[src/cfm_pkg.sv]
package cfm_pkg;

  // Divider from the low-frequency internal oscillator tick to the sample clock.
  localparam int unsigned SAMPLE_DIV       = 64;
  localparam int unsigned SAMPLE_HALF      = SAMPLE_DIV / 2;
  localparam int unsigned SAMPLE_CNT_W     = 6;

  // Start-up timer length, in external clock falling edges.
  localparam int unsigned STARTUP_EDGES    = 1024;
  localparam int unsigned STARTUP_CNT_W    = 11;

  // Clock source select codes.
  localparam logic [1:0]  CSS_CONFIG       = 2'h0;
  localparam logic [1:0]  CSS_EXT          = 2'h1;
  localparam logic [1:0]  CSS_INTERNAL     = 2'h2;

  localparam logic [3:0]  IFS_RESET        = 4'h7;

  // Oscillator modes held in the configuration words: external modes plus internal-only.
  typedef enum logic [2:0] {
    CFM_LOW_POWER_CRYSTAL  = 3'h0,
    CFM_CRYSTAL            = 3'h1,
    CFM_HIGH_SPEED_CRYSTAL = 3'h2,
    CFM_EXTERNAL_CLOCK     = 3'h3,
    CFM_SECONDARY_OSC      = 3'h4,
    CFM_RESISTOR_CAPACITOR = 3'h5,
    CFM_INTERNAL_ONLY      = 3'h6
  } cfm_osc_mode_e;

  // Configuration word fields.
  typedef struct packed {
    logic          fail_monitor_enable_cfg;
    cfm_osc_mode_e osc_mode;
  } cfm_cfg_s;

  // Oscillator control register fields.
  typedef struct packed {
    logic [3:0] internal_freq_select;
    logic [1:0] clock_source_select;
  } cfm_osc_ctrl_s;

  // Oscillator status bits.
  typedef struct packed {
    logic       startup_done;
    logic       running_external;
    logic       fail_active;
    logic [3:0] internal_freq;
  } cfm_osc_status_s;

endpackage

[src/cfm_clock_fail_monitor.sv]
`timescale 1ns/1ps

module cfm_clock_fail_monitor
  import cfm_pkg::*;
(
  input  wire logic                     clk_sys,           // System clock, 10 MHz.
  input  wire logic                     reset,             // Synchronous reset, active high.
  input  wire cfm_pkg::cfm_cfg_s        cfg,               // Configuration word fields.
  input  wire logic                     ext_clk,           // External oscillator level.
  input  wire logic                     lf_osc_tick,       // Low-frequency internal oscillator tick.
  input  wire logic                     sleep_exec,        // Sleep instruction executed, pulse.
  input  wire logic                     wake_up,           // Wake-up from sleep, pulse.
  input  wire cfm_pkg::cfm_osc_ctrl_s   ctrl_wdata,        // Control register write data.
  input  wire logic                     ctrl_we,           // Control register write strobe.
  input  wire logic                     flag_wdata,        // Fail flag write data.
  input  wire logic                     flag_we,           // Fail flag write strobe.
  input  wire logic                     osc_fail_int_enable, // Fail interrupt enable.
  output logic                          osc_fail_flag,     // Sticky failure flag.
  output logic                          irq,               // Interrupt request.
  output logic                          use_internal,      // System clock from internal source.
  output logic [3:0]                    internal_freq_sel, // Internal frequency in use.
  output cfm_pkg::cfm_osc_ctrl_s        osc_control_reg,   // Control register readback.
  output cfm_pkg::cfm_osc_status_s      osc_status_reg     // Status readback.
);
  import cfm_pkg::*;

  ////////////////////////////////////////////////////////////////////////////
  // Edge detection on the external clock level.
  logic ext_q;
  logic ext_sync_q;
  logic ext_prev_q;
  logic ext_fall;

  always_ff @(posedge clk_sys) begin
    if (reset) begin
      ext_q      <= 1'b0;
      ext_sync_q <= 1'b0;
      ext_prev_q <= 1'b0;
    end else begin
      ext_q      <= ext_clk;
      ext_sync_q <= ext_q;
      ext_prev_q <= ext_sync_q;
    end
  end

  // Only the second stage and later are read, so an unsettled first stage never reaches the logic.
  assign ext_fall = ext_prev_q && !ext_sync_q;

  ////////////////////////////////////////////////////////////////////////////
  // Sample clock divider.
  logic [SAMPLE_CNT_W-1:0] div_q;
  logic                    sample_rise;
  logic                    sample_fall;

  always_ff @(posedge clk_sys) begin
    if (reset) begin
      div_q <= '0;
    end else if (lf_osc_tick) begin
      div_q <= div_q + SAMPLE_CNT_W'(1);
    end
  end

  assign sample_rise = lf_osc_tick && (div_q == SAMPLE_CNT_W'(SAMPLE_DIV - 1));
  assign sample_fall = lf_osc_tick && (div_q == SAMPLE_CNT_W'(SAMPLE_HALF - 1));

  logic fail_pulse;

  cfm_fail_detector u_detector (
    .clk_sys     (clk_sys),
    .reset       (reset),
    .ext_fall    (ext_fall),
    .sample_rise (sample_rise),
    .sample_fall (sample_fall),
    .fail_pulse  (fail_pulse)
  );

  ////////////////////////////////////////////////////////////////////////////
  // Control register and source change detection.
  logic css_change;

  assign css_change = ctrl_we && (ctrl_wdata.clock_source_select != osc_control_reg.clock_source_select);

  always_ff @(posedge clk_sys) begin
    if (reset) begin
      osc_control_reg <= '{internal_freq_select: IFS_RESET, clock_source_select: CSS_CONFIG};
    end else if (ctrl_we) begin
      osc_control_reg <= ctrl_wdata;
    end
  end

  ////////////////////////////////////////////////////////////////////////////
  // Start-up timer.
  logic                     skip_startup;
  logic                     ext_selected;
  logic [STARTUP_CNT_W-1:0] startup_q;
  logic                     startup_done;

  assign skip_startup = (cfg.osc_mode == CFM_EXTERNAL_CLOCK) || (cfg.osc_mode == CFM_RESISTOR_CAPACITOR);
  assign ext_selected = (osc_control_reg.clock_source_select == CSS_EXT) ||
                        ((osc_control_reg.clock_source_select == CSS_CONFIG) && (cfg.osc_mode != CFM_INTERNAL_ONLY));
  assign startup_done = skip_startup || (startup_q == STARTUP_CNT_W'(STARTUP_EDGES));

  always_ff @(posedge clk_sys) begin
    if (reset || wake_up || css_change) begin
      startup_q <= '0;
    end else if (ext_fall && (startup_q != STARTUP_CNT_W'(STARTUP_EDGES))) begin
      startup_q <= startup_q + STARTUP_CNT_W'(1);
    end
  end

  ////////////////////////////////////////////////////////////////////////////
  // Fail-safe condition and clock switching.
  logic monitor_on;
  logic fail_cond_q;
  logic detect;

  assign monitor_on = cfg.fail_monitor_enable_cfg && ext_selected;
  assign detect     = monitor_on && startup_done && fail_pulse;

  // A sleep_exec clear that meets a detection wins: the sticky flag still records it, and a still-dead
  // oscillator sets the condition again at the next sample falling edge, one sample period later.
  always_ff @(posedge clk_sys) begin
    if (reset || sleep_exec || css_change) begin
      fail_cond_q <= 1'b0;
    end else if (detect) begin
      fail_cond_q <= 1'b1;
    end
  end

  always_ff @(posedge clk_sys) begin
    if (reset) begin
      use_internal <= 1'b1;
    end else begin
      // With the fail monitor enabled, two-speed start-up keeps the core on the internal clock until the timer ends.
      use_internal <= !ext_selected || fail_cond_q || detect ||
                      (cfg.fail_monitor_enable_cfg && !startup_done);
    end
  end

  always_ff @(posedge clk_sys) begin
    if (reset) begin
      internal_freq_sel <= IFS_RESET;
    end else begin
      internal_freq_sel <= osc_control_reg.internal_freq_select;
    end
  end

  ////////////////////////////////////////////////////////////////////////////
  // Sticky flag and interrupt.
  always_ff @(posedge clk_sys) begin
    if (reset) begin
      osc_fail_flag <= 1'b0;
    end else if (detect) begin
      osc_fail_flag <= 1'b1;
    end else if (flag_we) begin
      osc_fail_flag <= flag_wdata;
    end
  end

  always_ff @(posedge clk_sys) begin
    if (reset) begin
      irq <= 1'b0;
    end else begin
      irq <= osc_fail_flag && osc_fail_int_enable;
    end
  end

  always_ff @(posedge clk_sys) begin
    if (reset) begin
      osc_status_reg <= '0;
    end else begin
      osc_status_reg <= '{startup_done: startup_done, running_external: !use_internal,
                          fail_active: fail_cond_q,
                          internal_freq: osc_control_reg.internal_freq_select};
    end
  end
endmodule // cfm_clock_fail_monitor

[src/cfm_fail_detector.sv]
`timescale 1ns/1ps

// Detector latch: set by an external falling edge, cleared by a sample rising edge.
// A failure is reported when the latch is still clear at the end of a sample half-period.
module cfm_fail_detector (
  input  wire logic clk_sys,     // System clock.
  input  wire logic reset,       // Synchronous reset, active high.
  input  wire logic ext_fall,    // External clock falling edge, one cycle.
  input  wire logic sample_rise, // Sample clock rising edge, one cycle.
  input  wire logic sample_fall, // Sample clock falling edge, one cycle.
  output logic      fail_pulse   // Failure seen, one cycle.
);
  logic latch_q;

  always_ff @(posedge clk_sys) begin
    if (reset) begin
      latch_q <= 1'b0;
    end else if (ext_fall) begin
      latch_q <= 1'b1;
    end else if (sample_rise) begin
      latch_q <= 1'b0;
    end
  end

  always_ff @(posedge clk_sys) begin
    if (reset) begin
      fail_pulse <= 1'b0;
    end else begin
      fail_pulse <= sample_fall && !latch_q && !ext_fall;
    end
  end
endmodule // cfm_fail_detector

[config.mk]
export PLATFORM = sky130hd
export DESIGN_NAME = cfm_clock_fail_monitor
export DESIGN_NICKNAME = d
export VERILOG_FILES = /design/src/cfm_pkg.sv /design/src/cfm_clock_fail_monitor.sv /design/src/cfm_fail_detector.sv
export SDC_FILE = /design/constraint.sdc
export NUM_CORES = 1
export LEC_CHECK = 0
export ABC_CLOCK_PERIOD_IN_PS = 1700
export BUFFER_PORTS_ARGS = -buffer_cell sky130_fd_sc_hd__buf_2
export CAP_MARGIN = 10
export CORE_ASPECT_RATIO = 1.2
export CORE_MARGIN = 1.5
export CORE_UTILIZATION = 45
export DETAILED_ROUTE_END_ITERATION = 8
export PLACE_DENSITY = 0.69
export SYNTH_ARGS = -nofsm -noshare
export SYNTH_HDL_FRONTEND = slang
export SYNTH_SLANG_ARGS = --single-unit
[constraint.sdc]
create_clock -name clk_sys -period 1.7 [get_ports clk_sys]
set_input_delay 0.085 -clock clk_sys [delete_from_list [all_inputs] [get_ports clk_sys]]
set_output_delay 0.085 -clock clk_sys [all_outputs]
set_load 0.03 [all_outputs]
Word level (Yosys, flattened, before mapping) --
Index checks and enable logic that the tools add are counted.
Cells by class: order comparisons 0, divide/modulo/power cells 0, muxes and demuxes 4, bitwise operators 0, reduce and logical (&&, ||, !) cells 32, equal/unequal tests 9, multipliers 0, $add $sub $neg 2, shifts and indexed selects 0
Operator list (count):
- 1-bit logical AND | 13
- 11-bit by 1-bit adder with 11-bit output, second input constant | 1
- 11-bit == test, second input constant | 1
- 11-bit != test, second input constant | 1
- 1-bit logical OR | 10
- 6-bit by 1-bit adder with 6-bit output, second input constant | 1
- 6-bit by 5-bit == test with 1-bit output, second input constant | 1
- 6-bit == test, second input constant | 1
- 1-bit zero test | 6
- 1-bit two-way mux | 4
- 2-bit nonzero test | 2
- 3-bit by 2-bit == test with 1-bit output, second input constant | 1
- 3-bit == test, second input constant | 1
- 3-bit != test, second input constant | 1
- 2-bit by 1-bit == test with 1-bit output, second input constant | 1
- 2-bit zero test | 1
- 2-bit != test | 1
Word-level totals: RAM bits 0, bits in read-only memories 0, flip-flop bits (word level) 43, bits of input ports 20, memories kept 0, bits in latches 0

Longest topological paths before layout --
Gate-level depths: netlist of run 1.
depth after elaboration 8, depth in mapped cells 6, gate-level depth less buffers 6

Modules after synthesis --
A second synthesis of run 1 with hierarchy kept.
Second synthesis, totals: cell total of the unflattened synthesis 166, area, all modules 1676.6 µm²
Modules (own cells, without submodules):
- cfm_clock_fail_monitor | times used 1, seq. area each 800.8 µm², area each 1606.5 µm², cells each 160
- cfm_fail_detector | times used 1, seq. area each 40.0 µm², area each 70.1 µm², cells each 6

Worst setup path before layout of run 1 --
Ideal clock, no wire load.
path kind register to register, start reg startup_q[0], end reg startup_q[1], slack 183 ps, cell stages (with the launch flop) 7, path buffers 0, clock period less this slack 1517 ps, required time 1583 ps, arrival 1400 ps, cells stage by stage dfxtp_1 inv_1 ha_1 nor4b_4 a311oi_1 mux2i_1 nor2_1
Between the ends: longest elaborated chain between the ends 2, elaborated cells between the ends (all ways) 3
RTL lines:
- start, declared | RTL line cfm_clock_fail_monitor.sv:95 | logic [STARTUP_CNT_W-1:0] startup_q;
- start signal, assigned | RTL line cfm_clock_fail_monitor.sv:107 | startup_q <= startup_q + STARTUP_CNT_W'(1);
- branches (longest 2 deep; another with 11-bit by 1-bit adder with 11-bit output)
Several ways; the timed one is not identified. A chain may end at the register's enable or synchronous reset.

Worst setup path in the final report of run 1 --
start reg startup_q[0], end reg fail_cond_q
Between the ends: longest elaborated chain between the ends 4
RTL lines:
- 11-bit == test | RTL line cfm_clock_fail_monitor.sv:101 | assign startup_done = skip_startup || (startup_q == STARTUP_CNT_W'(STARTUP_EDGES));
- 1-bit logical OR | RTL line cfm_clock_fail_monitor.sv:101
- 1-bit logical AND (2 in series) | RTL line cfm_clock_fail_monitor.sv:118 | assign detect = monitor_on && startup_done && fail_pulse;
- end signal, assigned | RTL line cfm_clock_fail_monitor.sv:124 | fail_cond_q <= 1'b0;
- end signal, assigned | RTL line cfm_clock_fail_monitor.sv:126 | fail_cond_q <= 1'b1;
- end, declared | RTL line cfm_clock_fail_monitor.sv:114 | logic fail_cond_q;
Every way passes these cells.

==> flow_summary.yaml, run 1 <==
outcome:
  status: "finished, final reports clean"
yosys:
  syn_area_mm2: 0.00166
  synth_area_leaders: "dfxtp_1 51%, nor2_1 6.6%, xnor2_1 5.3%"
  yosysMostFrequentCell: "dfxtp_1"
  synth_edf_count: 0
  ys.flop_type: "dfxtp_1"
  syn_nets: 186
  ys_ff_latch: 42
  ys_warn_count: 0
  syn_avg_cell_area_um2: 10.2
  yosysSeqAreaShare_pct: 50.7
  yosysTopAreaCellShare_pct: 50.7
  synth-async-reset-ratio_pct: 0
  synthCells: 163
  synth_cell_type_count: 34
  ys_top_cells_by_count: "42 x dfxtp_1, 29 x nor2_1, 10 x nor2b_1, 10 x xnor2_1, 7 x nand2_1"
  yosysTopAreaCell: "dfxtp_1"
cts:
  cts_tree: "done"
  cts_buffer_depth: 2
  cts_buffers: 5
  htreeDepth: 2
  clkSinkCount: 42
  cts-root-buf: "clkbuf_8"
  clk_pin_slew_ns: 0.08
  clk-insertion-delay-late_ns: 0.30
power_and_ir_drop:
  switchingPower_mw: 0.479
  powerDensity_mw_per_mm2: 932
  switching_share_pct: 25.1
  power_frac_clock_pct: 34.7
  power_mw: 1.91
  p_leak_nw: 0.849
  pwr-share-comb_pct: 10.9
  cell_internal_pwr_mw: 1.43
  peakVddDrop_uv: 649
  sequentialPowerShare_pct: 54.4
critical_path:
  cp.arrival_ns: 1.87
  startpoint: "startup_q[0]$_SDFFE_PP0P_"
  r2r_end: "fail_cond_q$_SDFFE_PP0P_"
  crit_type: "reg2reg"
  regToRegStartpoint: "startup_q[0]$_SDFFE_PP0P_"
  cp_cell_sequence: "inv_1, ha_1, nor4b_4, a32oi_2, nand4b_4, a2111oi_4"
  crit_slowest_cell: "dfxtp_2"
  crit_end: "fail_cond_q$_SDFFE_PP0P_"
  reg2regPathDepth: 6
  reg2reg_setup_slack_ns: 0.03
  cpPeakStageDelay_ns: 0.36
  critPathMaxFanout: 5
  cp-end-kind: "flop"
  start_kind: "flop"
  required_ns: 1.90
route:
  drtIter0Drc: 71
  post_drt_via_cell_ratio: 5.16
  drt-pass1-iter-count: 4
  drt-total-wl_mm: 3.44
  drc: 0
  antenna_left: 0
  wl_per_cell_um: 13.7
  num_vias: 1290
finish:
  largest_register_ffs: 11
  final_area_mm2: 0.00205
  area_delta_synth_final_pct: 23.4
  fin_nets: 233
  regMostFlops: "startup_q"
  n_antenna_cell: 0
  drive_gt1_share_pct: 28.0
global_route:
  use_met3_pct: 7.09
  grt_util_all_layers_pct: 18.0
  grt_antenna_before_repair: 0
  grt-ovfl-total: 0
  grt_start_max_net_pins: 21
  top_usage_layer: "met2"
  use_met1_pct: 19.8
  grt_use_met2_pct: 30.0
  grt_pass1_wl_mm: 5.53
  grt_pass1_vias: 1272
timing:
  min_period_ns: 1.67
  drv_slew: 0
  worstMarginPinSlew_ns: 0.391
  setup_slack_ns: 0.0347
  fin_skew_ns: 0.00610
  finalSetupViolCount: 0
  finalCritPeriodShare_pct: 98.0
  rsz0062_at_grt: "yes"
  clock.fmax_ghz: 0.600
  slew_headroom_pct: 73.7
  hold_viol: 0
floorplan:
  ioPinCount: 40
  die_h_um: 69.5
  die_area_mm2: 0.00406
  rows: 24
  start_util_pct: 46.4
  core_mm2: 0.00357
  die_w_um: 58.4
placed_design:
  pre_cts_slack_ns: -0.00492
  routabilityCongestion: 0.819
  hpwl_mm: 2.45
  placed_cell_area_mm2: 0.00188
  portBuffers: 39
flow_run:
  max-cap-violations: 0
min_path:
  min_path_cells: 2
  min_path_type: "in2reg"
## cells by family (layout without fill, tap and decap cells)
group                      after synthesis  count (layout)  share of synthesized area, %
adders and majority gates                3               3                          2.26
and+or+nand+nor                         70              70                          24.7
muxes                                    6               6                          3.62
xor gates and xnor gates                16              16                          8.45
DFF                                     42              42                          50.7
buffers and inverters                   11              59                          2.87
AOI/OAI and AO/OA                       15              15                          7.47
## cell type report
type,count,area [um^2]
fill,314,1530
sequential,42,843
tap,39,48.8
clock inverter,1,5.00
inverter,5,18.8
multi-input combinational,110,785
timing repair buffer,46,260
clock buffer,7,86.3
## critical path, delay by kind of cell (launching register included)
family	cells	cell delay, ns
buffers and inverters	1	0.06
AO/OA/AOI/OAI	2	0.49
adder cells (fa/ha/maj)	1	0.14
AND/OR/NAND/NOR	2	0.52
flip-flops	1	0.36
## what timing repair did
| item | CTS | global route |
|---|---|---|
| hold buffers | 5 | 0 |
| resized for setup | 0 | 4 |
| endpoints found under the hold margin | 5 | 0 |
| pin swaps | 0 | 2 |
| setup buffers | 0 | 1 |
| setup endpoints to repair | 2 | 3 |
## through the flow
stage | utilization [%] | setup TNS (ns) | cells | hold WS, ns
5_1_grt | 57.3 | -0.0526 | 250 | 0.0171
3_3_place_gp | 52.7 | 0 | 236 | 0.288
6_report | 57.3 | 0 | 250 | 0.0134
3_5_place_dp | 52.7 | -0.00492 | 236 | 0.288
4_1_cts | 56.6 | -0.0270 | 249 | 0.00972
2_1_floorplan | - | 0 | 163 | 0.160
## power groups by stage
stage	clock network (mW)	logic, mW	registers, mW
2_1_floorplan	0	0.0772	1.11
3_3_place_gp	0	0.190	1.06
3_5_place_dp	0	0.194	1.06
4_1_cts	0.682	0.204	1.04
5_1_grt	0.725	0.222	1.04
6_report	0.663	0.207	1.04
## placed cells by master (no fill, tap or decap), types with 4 or more instances in the layout
master         count
dfxtp_1           40
xor2_1             6
a21oi_1            4
clkbuf_8           6
nand2_1            7
nor2b_1           10
xnor2_1           10
dlygate4sd3_1      5
mux2i_1            6
nor2_1            29
buf_2             39
inv_1              5
## worst min path at each step
stage | from | to | slack (ns)
finish | osc_fail_int_enable | irq$_SDFF_PP0_ | 0.01
global placement | ctrl_wdata[3] | osc_control_reg[3]$_SDFFE_PP1P_ | 0.29
global route | ctrl_wdata[5] | osc_control_reg[5]$_SDFFE_PP0P_ | 0.02
floorplan | sleep_exec | fail_cond_q$_SDFFE_PP0P_ | 0.16
detailed placement | sleep_exec | fail_cond_q$_SDFFE_PP0P_ | 0.29
CTS | osc_fail_int_enable | irq$_SDFF_PP0_ | 0.01
## layer usage
layer  share of wire (%)  up-vias
met5                   0        -
met1                  41      610
met4                 2.9        0
met2                  52       25
li1                    -      647
met3                 4.5        8
(Power assumes the default switching activity.)
==> run 2: changes to the inputs <==
--- a/config.mk
+++ b/config.mk
@@ -9,7 +9,7 @@
 export BUFFER_PORTS_ARGS = -buffer_cell sky130_fd_sc_hd__buf_2
 export CAP_MARGIN = 10
 export CORE_ASPECT_RATIO = 1.2
-export CORE_MARGIN = 1.5
+export CORE_MARGIN = 3
 export CORE_UTILIZATION = 45
 export DETAILED_ROUTE_END_ITERATION = 8
 export PLACE_DENSITY = 0.69
==> run 2 against run 1 <==
Effect of this change: clock-buffer cell count shrank 2; clock power shrank 8.9%; core utilization grew 1.2 points; first-iteration DRC count shrank 56%; register-to-register slack gained 0.07 ns; sequential share of layout area grew 0.59 points; critical endpoint unchanged; critical path depth is the same; clock skew shrank 0.0019 ns; die area grew 9.7%; maximum frequency grew 4.3%.
==> flow_summary.yaml, run 2 (synthesized netlist as in run 1, its figures left out) <==
route:
  post_drt_via_cell_ratio: 5.07
  drt-pass1-iter-count: 4
  num_vias: 1247
  drc: 0
  wl_met3_um: 170
  route.met2.wl_mm: 1.77
  antenna_left: 0
  drt-total-wl_mm: 3.23
  wl_per_cell_um: 13.1
  highest_layer: "met4"
  drtIter0Drc: 31
  wl_met1_mm: 1.25
critical_path:
  startpoint: "startup_q[0]$_SDFFE_PP0P_"
  cpPeakStageDelay_ns: 0.35
  cp_cell_sequence: "inv_1, ha_1, nor4b_4, a32oi_2, nand4b_4, a2111oi_4"
  crit_slowest_cell: "dfxtp_2"
  crit_type: "reg2reg"
  cp.arrival_ns: 1.79
  required_ns: 1.89
  reg2regPathDepth: 6
  cp-end-kind: "flop"
  crit_end: "fail_cond_q$_SDFFE_PP0P_"
  crit_buf_inv: 1
  regToRegStartpoint: "startup_q[0]$_SDFFE_PP0P_"
  start_kind: "flop"
  crit_cells: 6
  crit_family: "simple AND/OR/NAND/NOR gates"
  reg2reg_setup_slack_ns: 0.10
  r2r_end: "fail_cond_q$_SDFFE_PP0P_"
  critPathMaxFanout: 5
power_and_ir_drop:
  switching_share_pct: 25.2
  p_leak_nw: 0.833
  peakVddDrop_uv: 652
  power_frac_clock_pct: 32.8
  powerDensity_mw_per_mm2: 912
  pwr-share-comb_pct: 10.8
  cell_internal_pwr_mw: 1.38
  sequentialPowerShare_pct: 56.3
  switchingPower_mw: 0.463
placed_design:
  hpwl_mm: 2.39
  portBuffers: 39
  routabilityCongestion: 0.740
  place_inst: 235
  placed_cell_area_mm2: 0.00189
timing:
  fin_skew_ns: 0.00422
  fin_tns_setup_ns: 0
  min_period_ns: 1.60
  worstMarginPinSlew_ns: 0.418
  hold_viol: 0
  finalCritPeriodShare_pct: 93.9
  slew_headroom_pct: 71.9
  finalSetupViolCount: 0
  rsz0062_at_grt: "no"
  drv_slew: 0
  clock.fmax_ghz: 0.626
finish:
  fin_nets: 232
  fin_cells: 246
  multi_input_area_um2: 778
  fillers: 322
  area_delta_synth_final_pct: 21.6
  drive_gt1_share_pct: 28.2
  regArea_um2: 843
  layout_commonest_cell: "dfxtp_1"
  n_antenna_cell: 0
  mostFrequentLayoutCells: "40 x dfxtp_1, 39 x buf_2, 29 x nor2_1, 10 x nor2b_1, 10 x xnor2_1"
  regMostFlops: "startup_q"
  largest_register_ffs: 11
  final_area_mm2: 0.00202
min_path:
  min_path_type: "in2reg"
  min_path_cells: 2
flow_run:
  max-cap-violations: 0
floorplan:
  die_h_um: 72.5
  ioPinCount: 40
  die_area_mm2: 0.00445
  die_w_um: 61.4
  core_mm2: 0.00345
  rows: 23
  start_util_pct: 48.0
global_route:
  grt_pass1_wl_mm: 5.23
  grt-ovfl-total: 0
  grt_util_all_layers_pct: 15.9
  grt_antenna_before_repair: 0
  grt_start_max_net_pins: 21
  grt_pass1_vias: 1255
cts:
  cts_buffer_depth: 2
  cts_buffers: 5
  cts_tree: "done"
  clkSinkCount: 42
  clk-insertion-delay-late_ns: 0.29
  clk_pin_slew_ns: 0.08
  htreeDepth: 2
  cts-root-buf: "clkbuf_8"
outcome:
  status: "finished, final reports clean"
-- run 2: final cells by class --
cell class / instances / area share, %
multi-input combinational: 110 / 38.6
clock buffer: 5 / 3.41
sequential: 42 / 41.8
inverter: 5 / 0.930
clock inverter: 2 / 0.744
timing repair buffer: 45 / 12.3
tap: 37 / 2.29
-- run 2: how the worst min path moves through the flow --
stage / startpoint / end / slack [ns]
4_1_cts: ext_clk / ext_q$_SDFF_PP0_ / 0.001
3_5_place_dp: sleep_exec / fail_cond_q$_SDFFE_PP0P_ / 0.29
2_1_floorplan: sleep_exec / fail_cond_q$_SDFFE_PP0P_ / 0.16
5_1_grt: ext_clk / ext_q$_SDFF_PP0_ / 0.002
6_report: ext_clk / ext_q$_SDFF_PP0_ / 0.009
3_3_place_gp: sleep_exec / fail_cond_q$_SDFFE_PP0P_ / 0.28
-- run 2: timing repair --
action                                 in CTS  in global routing
endpoints found under the hold margin       3                  0
gates resized for setup                     0                  3
hold buffers                                3                  0
buffers inserted                            0                  1
setup endpoints to repair                   0                  1
-- run 2: stage by stage --
| stage | util [%] | power (mW) | setup WS (ns) | hold WS [ns] |
|---|---|---|---|---|
| 2_1_floorplan | - | 1.19 | 0.183 | 0.160 |
| 3_3_place_gp | 54.6 | 1.25 | 0.112 | 0.285 |
| 3_5_place_dp | 54.6 | 1.25 | 0.0412 | 0.286 |
| 4_1_cts | 57.9 | 1.87 | 0.0313 | 0.00141 |
| 5_1_grt | 58.4 | 1.93 | 0.00913 | 0.00177 |
| 6_report | 58.4 | 1.84 | 0.104 | 0.00864 |
-- run 2: routing by layer --
metal | up-vias | track usage (%)
met5 | - | 0
met4 | 0 | 8.25
met3 | 4 | 5.16
met2 | 27 | 28.0
met1 | 577 | 16.0
li1 | 639 | -
-- run 2: power by group through the flow --
| stage | logic [mW] | registers, mW | clock network (mW) |
|---|---|---|---|
| detailed placement | 0.195 | 1.06 | 0 |
| global route | 0.218 | 1.04 | 0.671 |
| global placement | 0.191 | 1.06 | 0 |
| floorplan | 0.0772 | 1.11 | 0 |
| finish | 0.200 | 1.04 | 0.604 |
| CTS | 0.201 | 1.04 | 0.628 |
